===== config.mk =====
export PLATFORM = sky130hd
export DESIGN_NAME = dcb_param_bank
export DESIGN_NICKNAME = d
export VERILOG_FILES = /design/src/rtl/dcb_pkg.sv /design/src/rtl/dcb_param_bank.sv
export SDC_FILE = /design/constraint.sdc
export NUM_CORES = 1
export LEC_CHECK = 0
export BUFFER_PORTS_ARGS = -buffer_cell sky130_fd_sc_hd__buf_2
export CORE_ASPECT_RATIO = 1.5
export CORE_MARGIN = 2
export CORE_UTILIZATION = 55
export CTS_CLUSTER_DIAMETER = 30
export DETAILED_ROUTE_END_ITERATION = 8
export PLACE_DENSITY = 0.77
export SYNTH_ARGS = -nofsm -noshare
export SYNTH_HDL_FRONTEND = slang
export SYNTH_SLANG_ARGS = --single-unit

===== constraint.sdc =====
create_clock -name clk -period 3.4 [get_ports clk]
set_input_delay 0.68 -clock clk [delete_from_list [all_inputs] [get_ports clk]]
set_output_delay 0.68 -clock clk [all_outputs]
set_load 0.01 [all_outputs]

===== src/rtl/dcb_pkg.sv =====
package dcb_pkg;

    // ==========================================================
    // Register addresses
    localparam logic [15:0] ADDR_VF_GAIN       = 16'h123f;
    localparam logic [15:0] ADDR_VBOOST_M1     = 16'h1240;
    localparam logic [15:0] ADDR_SBOOST_M1     = 16'h1241;
    localparam logic [15:0] ADDR_BRK_MODE      = 16'h1245;
    localparam logic [15:0] ADDR_BRK_TRIG      = 16'h1246;
    localparam logic [15:0] ADDR_BRK_WAIT      = 16'h1247;
    localparam logic [15:0] ADDR_BRK_DFORCE    = 16'h1248;
    localparam logic [15:0] ADDR_BRK_DTIME     = 16'h1249;
    localparam logic [15:0] ADDR_BRK_DETECT    = 16'h124a;
    localparam logic [15:0] ADDR_BRK_SFORCE    = 16'h124b;
    localparam logic [15:0] ADDR_BRK_STIME     = 16'h124c;
    localparam logic [15:0] ADDR_BRK_CARRIER   = 16'h124d;
    localparam logic [15:0] ADDR_RSVD_124E     = 16'h124e;
    localparam logic [15:0] ADDR_UPPER_HI      = 16'h124f;
    localparam logic [15:0] ADDR_UPPER_LO      = 16'h1250;
    localparam logic [15:0] ADDR_VBOOST_M2     = 16'h2240;
    localparam logic [15:0] ADDR_SBOOST_M2     = 16'h2241;

    // ==========================================================
    // Legal ranges
    localparam logic [15:0] VF_GAIN_MIN        = 16'h0014; // 20
    localparam logic [15:0] VF_GAIN_MAX        = 16'h00c8; // 200
    localparam logic [15:0] BOOST_MAX          = 16'h00ff; // 255
    localparam logic [15:0] BRK_MODE_MAX       = 16'h0002;
    localparam logic [15:0] FREQ_MAX           = 16'h9c40; // 40000
    localparam logic [15:0] FREQ_LIMIT_MIN     = 16'h0032; // 50
    localparam logic [15:0] BRK_WAIT_MAX       = 16'h0032; // 50
    localparam logic [15:0] BRK_FORCE_MAX      = 16'h0050; // 80
    localparam logic [15:0] BRK_TIME_MAX       = 16'h0258; // 600
    localparam logic [15:0] BRK_DETECT_MAX     = 16'h0001;
    localparam logic [15:0] CARRIER_MIN        = 16'h0005; // 5
    localparam logic [15:0] CARRIER_MAX_SMALL  = 16'h0096; // 150
    localparam logic [15:0] CARRIER_MAX_LARGE  = 16'h0064; // 100

    // ==========================================================
    // Values after reset
    localparam logic [7:0]  RST_VF_GAIN        = 8'h64;
    localparam logic [7:0]  RST_BOOST          = 8'h64;
    localparam logic [7:0]  RST_CARRIER        = 8'h32;

    // ==========================================================
    // Field codes
    localparam logic [1:0]  BRK_MODE_OFF       = 2'h0;
    localparam logic [1:0]  BRK_MODE_ON        = 2'h1;
    localparam logic [1:0]  BRK_MODE_FREQ      = 2'h2;
    localparam logic        DETECT_EDGE        = 1'b0;
    localparam logic        DETECT_LEVEL       = 1'b1;

    // ==========================================================
    // Timing
    localparam int unsigned CLK_PERIOD_NS      = 100;
    localparam int unsigned BRK_TICK_NS        = 100_000_000; // 0.1 s
    localparam int unsigned BRK_TICK_CYCLES    = BRK_TICK_NS / CLK_PERIOD_NS;

    // ==========================================================
    // Types
    typedef enum logic [3:0] {
        ST_IDLE  = 4'b0001,
        ST_START = 4'b0010,
        ST_WAIT  = 4'b0100,
        ST_BRAKE = 4'b1000
    } dcb_state_t;

    typedef struct packed {
        logic [15:0] addr;
        logic [15:0] wdata;
        logic        wr;
        logic        rd;
    } dcb_bus_req_t;

    typedef struct packed {
        logic       active;
        logic       startHold;
        logic [7:0] brkForce;
        logic [7:0] carrier;
    } dcb_brake_out_t;

endpackage


===== src/rtl/dcb_param_bank.sv =====
// The strobed register port was chosen for this implementation.
`timescale 1ns/1ps
`default_nettype none

module dcb_param_bank
    import dcb_pkg::*;
#(
    parameter int unsigned TICK_CYCLES = BRK_TICK_CYCLES
) (
    input  wire logic           clk,
    input  wire logic           rst,
    input  wire dcb_bus_req_t   busReq,
    output logic [15:0]         rdData,
    input  wire logic           largeModel,
    input  wire logic [15:0]    maximumFreq,
    input  wire logic [15:0]    outFreq,
    input  wire logic           decelerating,
    input  wire logic           startReq,
    input  wire logic           externalBrakeInput,
    output dcb_brake_out_t      brakeOut,
    output logic [15:0]         upperFreqLimit,
    output logic [7:0]          vfGain,
    output logic [7:0]          voltageBoostGain1,
    output logic [7:0]          slipBoostGain1,
    output logic [7:0]          voltageBoostGain2,
    output logic [7:0]          slipBoostGain2
);

    // ==========================================================
    // State
    typedef struct packed {
        logic [7:0]  vfGain;
        logic [7:0]  vBoost1;
        logic [7:0]  sBoost1;
        logic [7:0]  vBoost2;
        logic [7:0]  sBoost2;
        logic [1:0]  brkMode;
        logic [15:0] brkTrig;
        logic [5:0]  brkWait;
        logic [6:0]  brkDForce;
        logic [9:0]  brkDTime;
        logic        brkDetect;
        logic [6:0]  brkSForce;
        logic [9:0]  brkSTime;
        logic [7:0]  carrier;
        logic [15:0] upperHi;
        logic [15:0] upperLo;
        logic [15:0] rdData;
        dcb_state_t  state;
        logic [19:0] tickCnt;
        logic [9:0]  timer;
        logic        extPrev;
        logic        armed;
        logic        levelRun;
        dcb_brake_out_t out;
    } dcb_bank_t;

    dcb_bank_t st_q;
    dcb_bank_t st_d;

    // ==========================================================
    // Helpers
    function automatic logic inRange(input logic [15:0] v, input logic [15:0] lo,
                                     input logic [15:0] hi);
        inRange = (v >= lo) && (v <= hi);
    endfunction

    // Zero, or 50..40000 and below the maximum frequency
    function automatic logic limitOk(input logic [31:0] v, input logic [15:0] maxF);
        logic ok;
        ok = 1'b0;
        if (v == 32'h0000_0000) begin
            ok = 1'b1;
        end else if (v[31:16] == 16'h0000) begin
            ok = inRange(v[15:0], FREQ_LIMIT_MIN, FREQ_MAX) && (v[15:0] < maxF);
        end
        limitOk = ok;
    endfunction

    function automatic logic [15:0] readReg(input dcb_bank_t s, input logic [15:0] a);
        logic [15:0] r;
        r = 16'h0000;
        unique case (a)
            ADDR_VF_GAIN:     r = {8'h00, s.vfGain};
            ADDR_VBOOST_M1:   r = {8'h00, s.vBoost1};
            ADDR_SBOOST_M1:   r = {8'h00, s.sBoost1};
            ADDR_VBOOST_M2:   r = {8'h00, s.vBoost2};
            ADDR_SBOOST_M2:   r = {8'h00, s.sBoost2};
            ADDR_BRK_MODE:    r = {14'h0000, s.brkMode};
            ADDR_BRK_TRIG:    r = s.brkTrig;
            ADDR_BRK_WAIT:    r = {10'h000, s.brkWait};
            ADDR_BRK_DFORCE:  r = {9'h000, s.brkDForce};
            ADDR_BRK_DTIME:   r = {6'h00, s.brkDTime};
            ADDR_BRK_DETECT:  r = {15'h0000, s.brkDetect};
            ADDR_BRK_SFORCE:  r = {9'h000, s.brkSForce};
            ADDR_BRK_STIME:   r = {6'h00, s.brkSTime};
            ADDR_BRK_CARRIER: r = {8'h00, s.carrier};
            ADDR_UPPER_HI:    r = s.upperHi;
            ADDR_UPPER_LO:    r = s.upperLo;
            default:          r = 16'h0000;
        endcase
        readReg = r;
    endfunction

    // ==========================================================
    // Next state
    logic [15:0] wv;
    logic        wr;
    logic        tick;
    logic        extRise;
    logic        extHit;
    logic        freqHit;
    logic [15:0] carrierMax;
    logic        timeUp;

    always_comb begin
        st_d       = st_q;
        wv         = busReq.wdata;
        wr         = busReq.wr;
        carrierMax = largeModel ? CARRIER_MAX_LARGE : CARRIER_MAX_SMALL;
        tick       = (st_q.tickCnt == 20'(TICK_CYCLES - 1));
        extRise    = externalBrakeInput && !st_q.extPrev;
        timeUp     = 1'b0;

        // Read data stands only in the cycle after the strobe
        st_d.rdData = busReq.rd ? readReg(st_q, busReq.addr) : 16'h0000;

        // Writes, each checked against its range
        if (wr) begin
            unique case (busReq.addr)
                ADDR_VF_GAIN: begin
                    if (inRange(wv, VF_GAIN_MIN, VF_GAIN_MAX)) st_d.vfGain = wv[7:0];
                end
                ADDR_VBOOST_M1: begin
                    if (wv <= BOOST_MAX) st_d.vBoost1 = wv[7:0];
                end
                ADDR_VBOOST_M2: begin
                    if (wv <= BOOST_MAX) st_d.vBoost2 = wv[7:0];
                end
                ADDR_SBOOST_M1: begin
                    if (wv <= BOOST_MAX) st_d.sBoost1 = wv[7:0];
                end
                ADDR_SBOOST_M2: begin
                    if (wv <= BOOST_MAX) st_d.sBoost2 = wv[7:0];
                end
                ADDR_BRK_MODE: begin
                    if (wv <= BRK_MODE_MAX) st_d.brkMode = wv[1:0];
                end
                ADDR_BRK_TRIG: begin
                    if (wv <= FREQ_MAX) st_d.brkTrig = wv;
                end
                ADDR_BRK_WAIT: begin
                    if (wv <= BRK_WAIT_MAX) st_d.brkWait = wv[5:0];
                end
                ADDR_BRK_DFORCE: begin
                    if (wv <= BRK_FORCE_MAX) st_d.brkDForce = wv[6:0];
                end
                ADDR_BRK_DTIME: begin
                    if (wv <= BRK_TIME_MAX) st_d.brkDTime = wv[9:0];
                end
                ADDR_BRK_DETECT: begin
                    if (wv <= BRK_DETECT_MAX) st_d.brkDetect = wv[0];
                end
                ADDR_BRK_SFORCE: begin
                    if (wv <= BRK_FORCE_MAX) st_d.brkSForce = wv[6:0];
                end
                ADDR_BRK_STIME: begin
                    if (wv <= BRK_TIME_MAX) st_d.brkSTime = wv[9:0];
                end
                ADDR_BRK_CARRIER: begin
                    if (inRange(wv, CARRIER_MIN, carrierMax)) st_d.carrier = wv[7:0];
                end
                ADDR_UPPER_HI: begin
                    if (limitOk({wv, st_q.upperLo}, maximumFreq)) st_d.upperHi = wv;
                end
                ADDR_UPPER_LO: begin
                    if (limitOk({st_q.upperHi, wv}, maximumFreq)) st_d.upperLo = wv;
                end
                default: begin
                    st_d.rdData = st_d.rdData;
                end
            endcase
        end

        // Trigger sources for the braking sequence
        extHit  = (st_q.brkMode == BRK_MODE_ON) &&
                  ((st_q.brkDetect == DETECT_EDGE) ? extRise : externalBrakeInput);
        freqHit = st_q.armed && (outFreq <= st_q.brkTrig) &&
                  ((st_q.brkMode == BRK_MODE_FREQ) ||
                   ((st_q.brkMode == BRK_MODE_ON) && decelerating));
        if (outFreq > st_q.brkTrig) begin
            st_d.armed = 1'b1;
        end
        st_d.extPrev = externalBrakeInput;

        // 0.1 s time base and tick counter
        st_d.tickCnt = tick ? 20'h00000 : st_q.tickCnt + 20'h00001;
        if (tick) begin
            st_d.timer = st_q.timer + 10'h001;
        end

        // Braking sequence
        unique case (st_q.state)
            ST_IDLE: begin
                if (startReq && (st_q.brkMode != BRK_MODE_OFF) &&
                    (st_q.brkSTime != 10'h000)) begin
                    st_d.state = ST_START;
                end else if (freqHit || extHit) begin
                    st_d.state    = ST_WAIT;
                    st_d.armed    = 1'b0;
                    st_d.levelRun = extHit && (st_q.brkDetect == DETECT_LEVEL);
                end
            end
            ST_START: begin
                timeUp = (st_q.timer >= st_q.brkSTime);
                if (timeUp || (st_q.brkMode == BRK_MODE_OFF)) begin
                    st_d.state = ST_IDLE;
                end
            end
            ST_WAIT: begin
                if (st_q.levelRun && !externalBrakeInput) begin
                    st_d.state = ST_IDLE;
                end else if (st_q.timer >= {4'h0, st_q.brkWait}) begin
                    st_d.state = ST_BRAKE;
                end
            end
            ST_BRAKE: begin
                if (st_q.levelRun) begin
                    timeUp = !externalBrakeInput;
                end else begin
                    timeUp = (st_q.timer >= st_q.brkDTime);
                end
                if (timeUp || (st_q.brkMode == BRK_MODE_OFF)) begin
                    st_d.state    = ST_IDLE;
                    st_d.levelRun = 1'b0;
                end
            end
        endcase

        // Timing restarts on every change of state
        if (st_d.state != st_q.state) begin
            st_d.tickCnt = 20'h00000;
            st_d.timer   = 10'h000;
        end

        // Power stage commands
        st_d.out.active    = (st_d.state == ST_START) || (st_d.state == ST_BRAKE);
        st_d.out.startHold = (st_d.state == ST_START);
        st_d.out.carrier   = st_d.carrier;
        unique case (st_d.state)
            ST_START: st_d.out.brkForce = {1'b0, st_d.brkSForce};
            ST_BRAKE: st_d.out.brkForce = {1'b0, st_d.brkDForce};
            default:  st_d.out.brkForce = 8'h00;
        endcase
    end

    // ==========================================================
    // State register
    always_ff @(posedge clk) begin
        if (rst) begin
            st_q           <= '0;
            st_q.vfGain    <= RST_VF_GAIN;
            st_q.vBoost1   <= RST_BOOST;
            st_q.sBoost1   <= RST_BOOST;
            st_q.vBoost2   <= RST_BOOST;
            st_q.sBoost2   <= RST_BOOST;
            st_q.carrier   <= RST_CARRIER;
            st_q.brkMode   <= BRK_MODE_OFF;
            st_q.state     <= ST_IDLE;
            st_q.out.carrier <= RST_CARRIER;
        end else begin
            st_q <= st_d;
        end
    end

    // ==========================================================
    // Outputs
    assign rdData            = st_q.rdData;
    assign brakeOut          = st_q.out;
    assign upperFreqLimit    = st_q.upperLo; // High word always zero when legal
    assign vfGain            = st_q.vfGain;
    assign voltageBoostGain1 = st_q.vBoost1;
    assign slipBoostGain1    = st_q.sBoost1;
    assign voltageBoostGain2 = st_q.vBoost2;
    assign slipBoostGain2    = st_q.sBoost2;

endmodule

`default_nettype wire


==> flow_metrics.tcl <==
set metrics [dict create \
    status "finished, final reports clean" \
    via_per_inst 6.17 \
    grt_max_degree 72 \
    finalWeightedCongestion 0.959 \
    maxCapViolations 0 \
    crit_path_start_kind "flop" \
    rsz0062_at_grt "false" \
    drt_iter0_markers 1327 \
    clk_pin_slew_worst_paths_ns 0.06 \
    hold_path.class "in2reg" \
    placement_rows 64 \
    ios 162 \
    clkPwrFrac_pct 54.3 \
    grt_first_pass_wirelength_mm 53.2 \
    dpl_cell_area_sq_um 11800 \
    drt_first_pass_iters 7 \
    layout-drive-gt1-share_pct 20.0 \
    clockBufferDepth 3 \
    layout.cells.non_filler 1659 \
    grt-ovfl-total 0 \
    place_hpwl_mm 24.8 \
    worstMarginPinSlew_ns 0.713 \
    ys_seq_elements 201 \
    cp-end-kind "flop" \
    pwr-share-seq_pct 40.6 \
    clk_latency_ns 0.54 \
    final_util_pct 63.4 \
    cts-root-buf "clkbuf_16" \
    dr_total_vias 10200 \
    finClkSkew_ns 0.00936 \
    period_needed_ns 2.90 \
    yosysSeqAreaShare_pct 35.6 \
    io_buffers 160 \
    synth.avg_cell_area_sq_um 8.75 \
    p_leak_uw 0.00550 \
    setup_viol 0 \
    layout_commonest_cell "dfxtp_1" \
    syn_inst 1292 \
    path_class "reg2reg" \
    layout.nets 1522 \
    grt_pass1_vias 10100 \
    synth_flop_cell "dfxtp_1" \
    dp.cells 1604 \
    async_flop_share_pct 0 \
    max-slew-margin-rel_pct 52.5 \
    coreArea_sq_um 20300 \
    switchingPower_uw 1340 \
    synth_cell_types 71 \
    synth_edf_count 0 \
    dp_slack_ns 0.255 \
    start_util_pct 55.8 \
    antenna_found_initial 2 \
    numCtsBuffers 29 \
    die_area_sq_um 21700 \
    tritoncts "built" \
    hold_buffers 0 \
    layout_common_cells "dfxtp_1, buf_2, nor2_1" \
    worst_slack_ns 0.497 \
    reg2reg_setup_slack_ns 0.50 \
    irDropWorstVdd_mv 0.459 \
    cts.sinks 201 \
    cts_resized 0 \
    critPathMaxFanout 30 \
    grt_use_total_pct 30.6 \
    wirelength_mm 33.8 \
    finalHoldViolations 0 \
    max_clock_freq_mhz 344 \
    final.setup.tns_ns 0 \
    cp.required_ns 3.81 \
    postCtsSetupRepairBufs 0 \
    yosys_warnings 0 \
    die_w_um 121 \
    route.detailed.drc 0 \
    power_density_nw_per_um2 454 \
    wl_per_cell_um 20.4 \
    slew_viol_final 0 \
    die_y_um 180 \
    htreeDepth 1 \
    p_int_uw 4490 \
    swShare_pct 23.0 \
    syn_area_sq_um 11300 \
    postRouteAntennaNets 0 \
    combPwrFrac_pct 5.1 \
    final_area_sq_um 12900 \
    syn_to_final_growth_pct 13.7 \
    syn_nets 1443 \
    arrival_ns 3.32 \
    fin_crit_sh_pct 85.4 \
]
[state kept, by name, summed over array words and instances (netlist names)]
register / count
st_q: 112
brakeOut: 17
rdData: 16
upperFreqLimit: 16
slipBoostGain1: 8
slipBoostGain2: 8
vfGain: 8
voltageBoostGain1: 8
voltageBoostGain2: 8
[power groups by stage]
| stage | Sequential [uW] | Clock (uW) | Combinational, uW |
|---|---|---|---|
| 6_report | 2370 | 3170 | 297 |
| 5_1_grt | 2370 | 3280 | 323 |
| 4_1_cts | 2370 | 3190 | 290 |
| 3_5_place_dp | 2420 | 0 | 288 |
| 3_3_place_gp | 2420 | 0 | 281 |
| 2_1_floorplan | 2410 | 0 | 170 |
[logic make-up (layout without fill, tap and decap cells)]
| group | count (synthesis) | in the layout | share of synthesized area [%] |
|---|---|---|---|
| and+or+nand+nor | 452 | 452 | 20.3 |
| buffers and inverters | 227 | 328 | 10.9 |
| AOI/OAI and AO/OA | 205 | 205 | 13.5 |
| DFF | 201 | 201 | 35.6 |
| muxes | 97 | 97 | 8.60 |
| adders and majority gates | 79 | 79 | 8.75 |
| xor gates and xnor gates | 30 | 30 | 2.33 |
| other | 1 | 3 | 0.0332 |
[per-layer routing]
layer | global-route usage, % | routed length [um]
met5 | 0 | 0
met1 | 34.4 | 12400
met2 | 53.3 | 16700
met4 | 18.9 | 2200
met3 | 4.95 | 2580
[final timing paths]
path / from / to / depth (start not counted)
min: externalBrakeInput / st_q[20] / 2
max reg2reg: st_q[138] / st_q[22] / 9
min reg2reg: st_q[161] / st_q[161] / 2
max: st_q[138] / st_q[22] / 9
[stage by stage]
stage	power, uW	hold WS [ns]
finish	5830	0.413
CTS	5840	0.402
global route	5970	0.440
global placement	2700	0.463
detailed placement	2700	0.473
floorplan	2590	0.445
[layout make-up]
type,count,area [sq um]
fillers,1676,7410
multi-input cells,864,6050
flip-flops and latches,201,4020
repair buffers,203,1140
clock buffers,34,774
well taps,264,330
inverters,72,270
clock inverters,19,259
diodes,2,5.00
[worst max-delay path, cell delays in order (launching register included)]
cell      delay [ns]
dfxtp_1         0.38
inv_1           0.09
ha_1            0.30
nand4_1         0.17
o41a_1          0.51
o211ai_1        0.23
or3b_1          0.45
a32oi_1         0.32
buf_12          0.22
nor3_1          0.08
[cell usage after synthesis, types with 3 or more instances]
cell type    n  share of area, %
and3_1      12              0.66
a211oi_1     7              0.47
nor2b_1     27               1.5
clkbuf_1    36               1.2
nor3_1      37               1.6
or4_1        5              0.33
o211ai_1     9              0.60
a21oi_1     48               2.1
a22oi_1      7              0.47
inv_1       72               2.4
o31ai_1      9              0.60
o21ai_0     17              0.75
a2111oi_0    3              0.23
and2_1       6              0.33
nor4_1      22               1.2
dfxtp_1    201                36
ha_1        79               8.7
a222oi_1    26               2.3
nand2_1     67               2.2
a21o_1      12              0.80
xnor2_1     14               1.1
buf_4       93               6.2
and4_1       7              0.54
a221oi_1    10              0.77
buf_1        6              0.20
buf_2       19              0.84
a32o_1       3              0.27
nand3_1     44               1.9
a22o_1       8              0.62
nand2b_1     7              0.39
nand4_1     30               1.7
xor2_1      16               1.2
a31oi_1     11              0.61
nor3_2       5              0.44
nor4_2       3              0.33
o21a_1       5              0.33
or3_1       10              0.55
or2_2        4              0.22
mux2i_1     96               8.5
nor2_1     152               5.0
a211o_1      7              0.54
(Power assumes the default switching activity.)
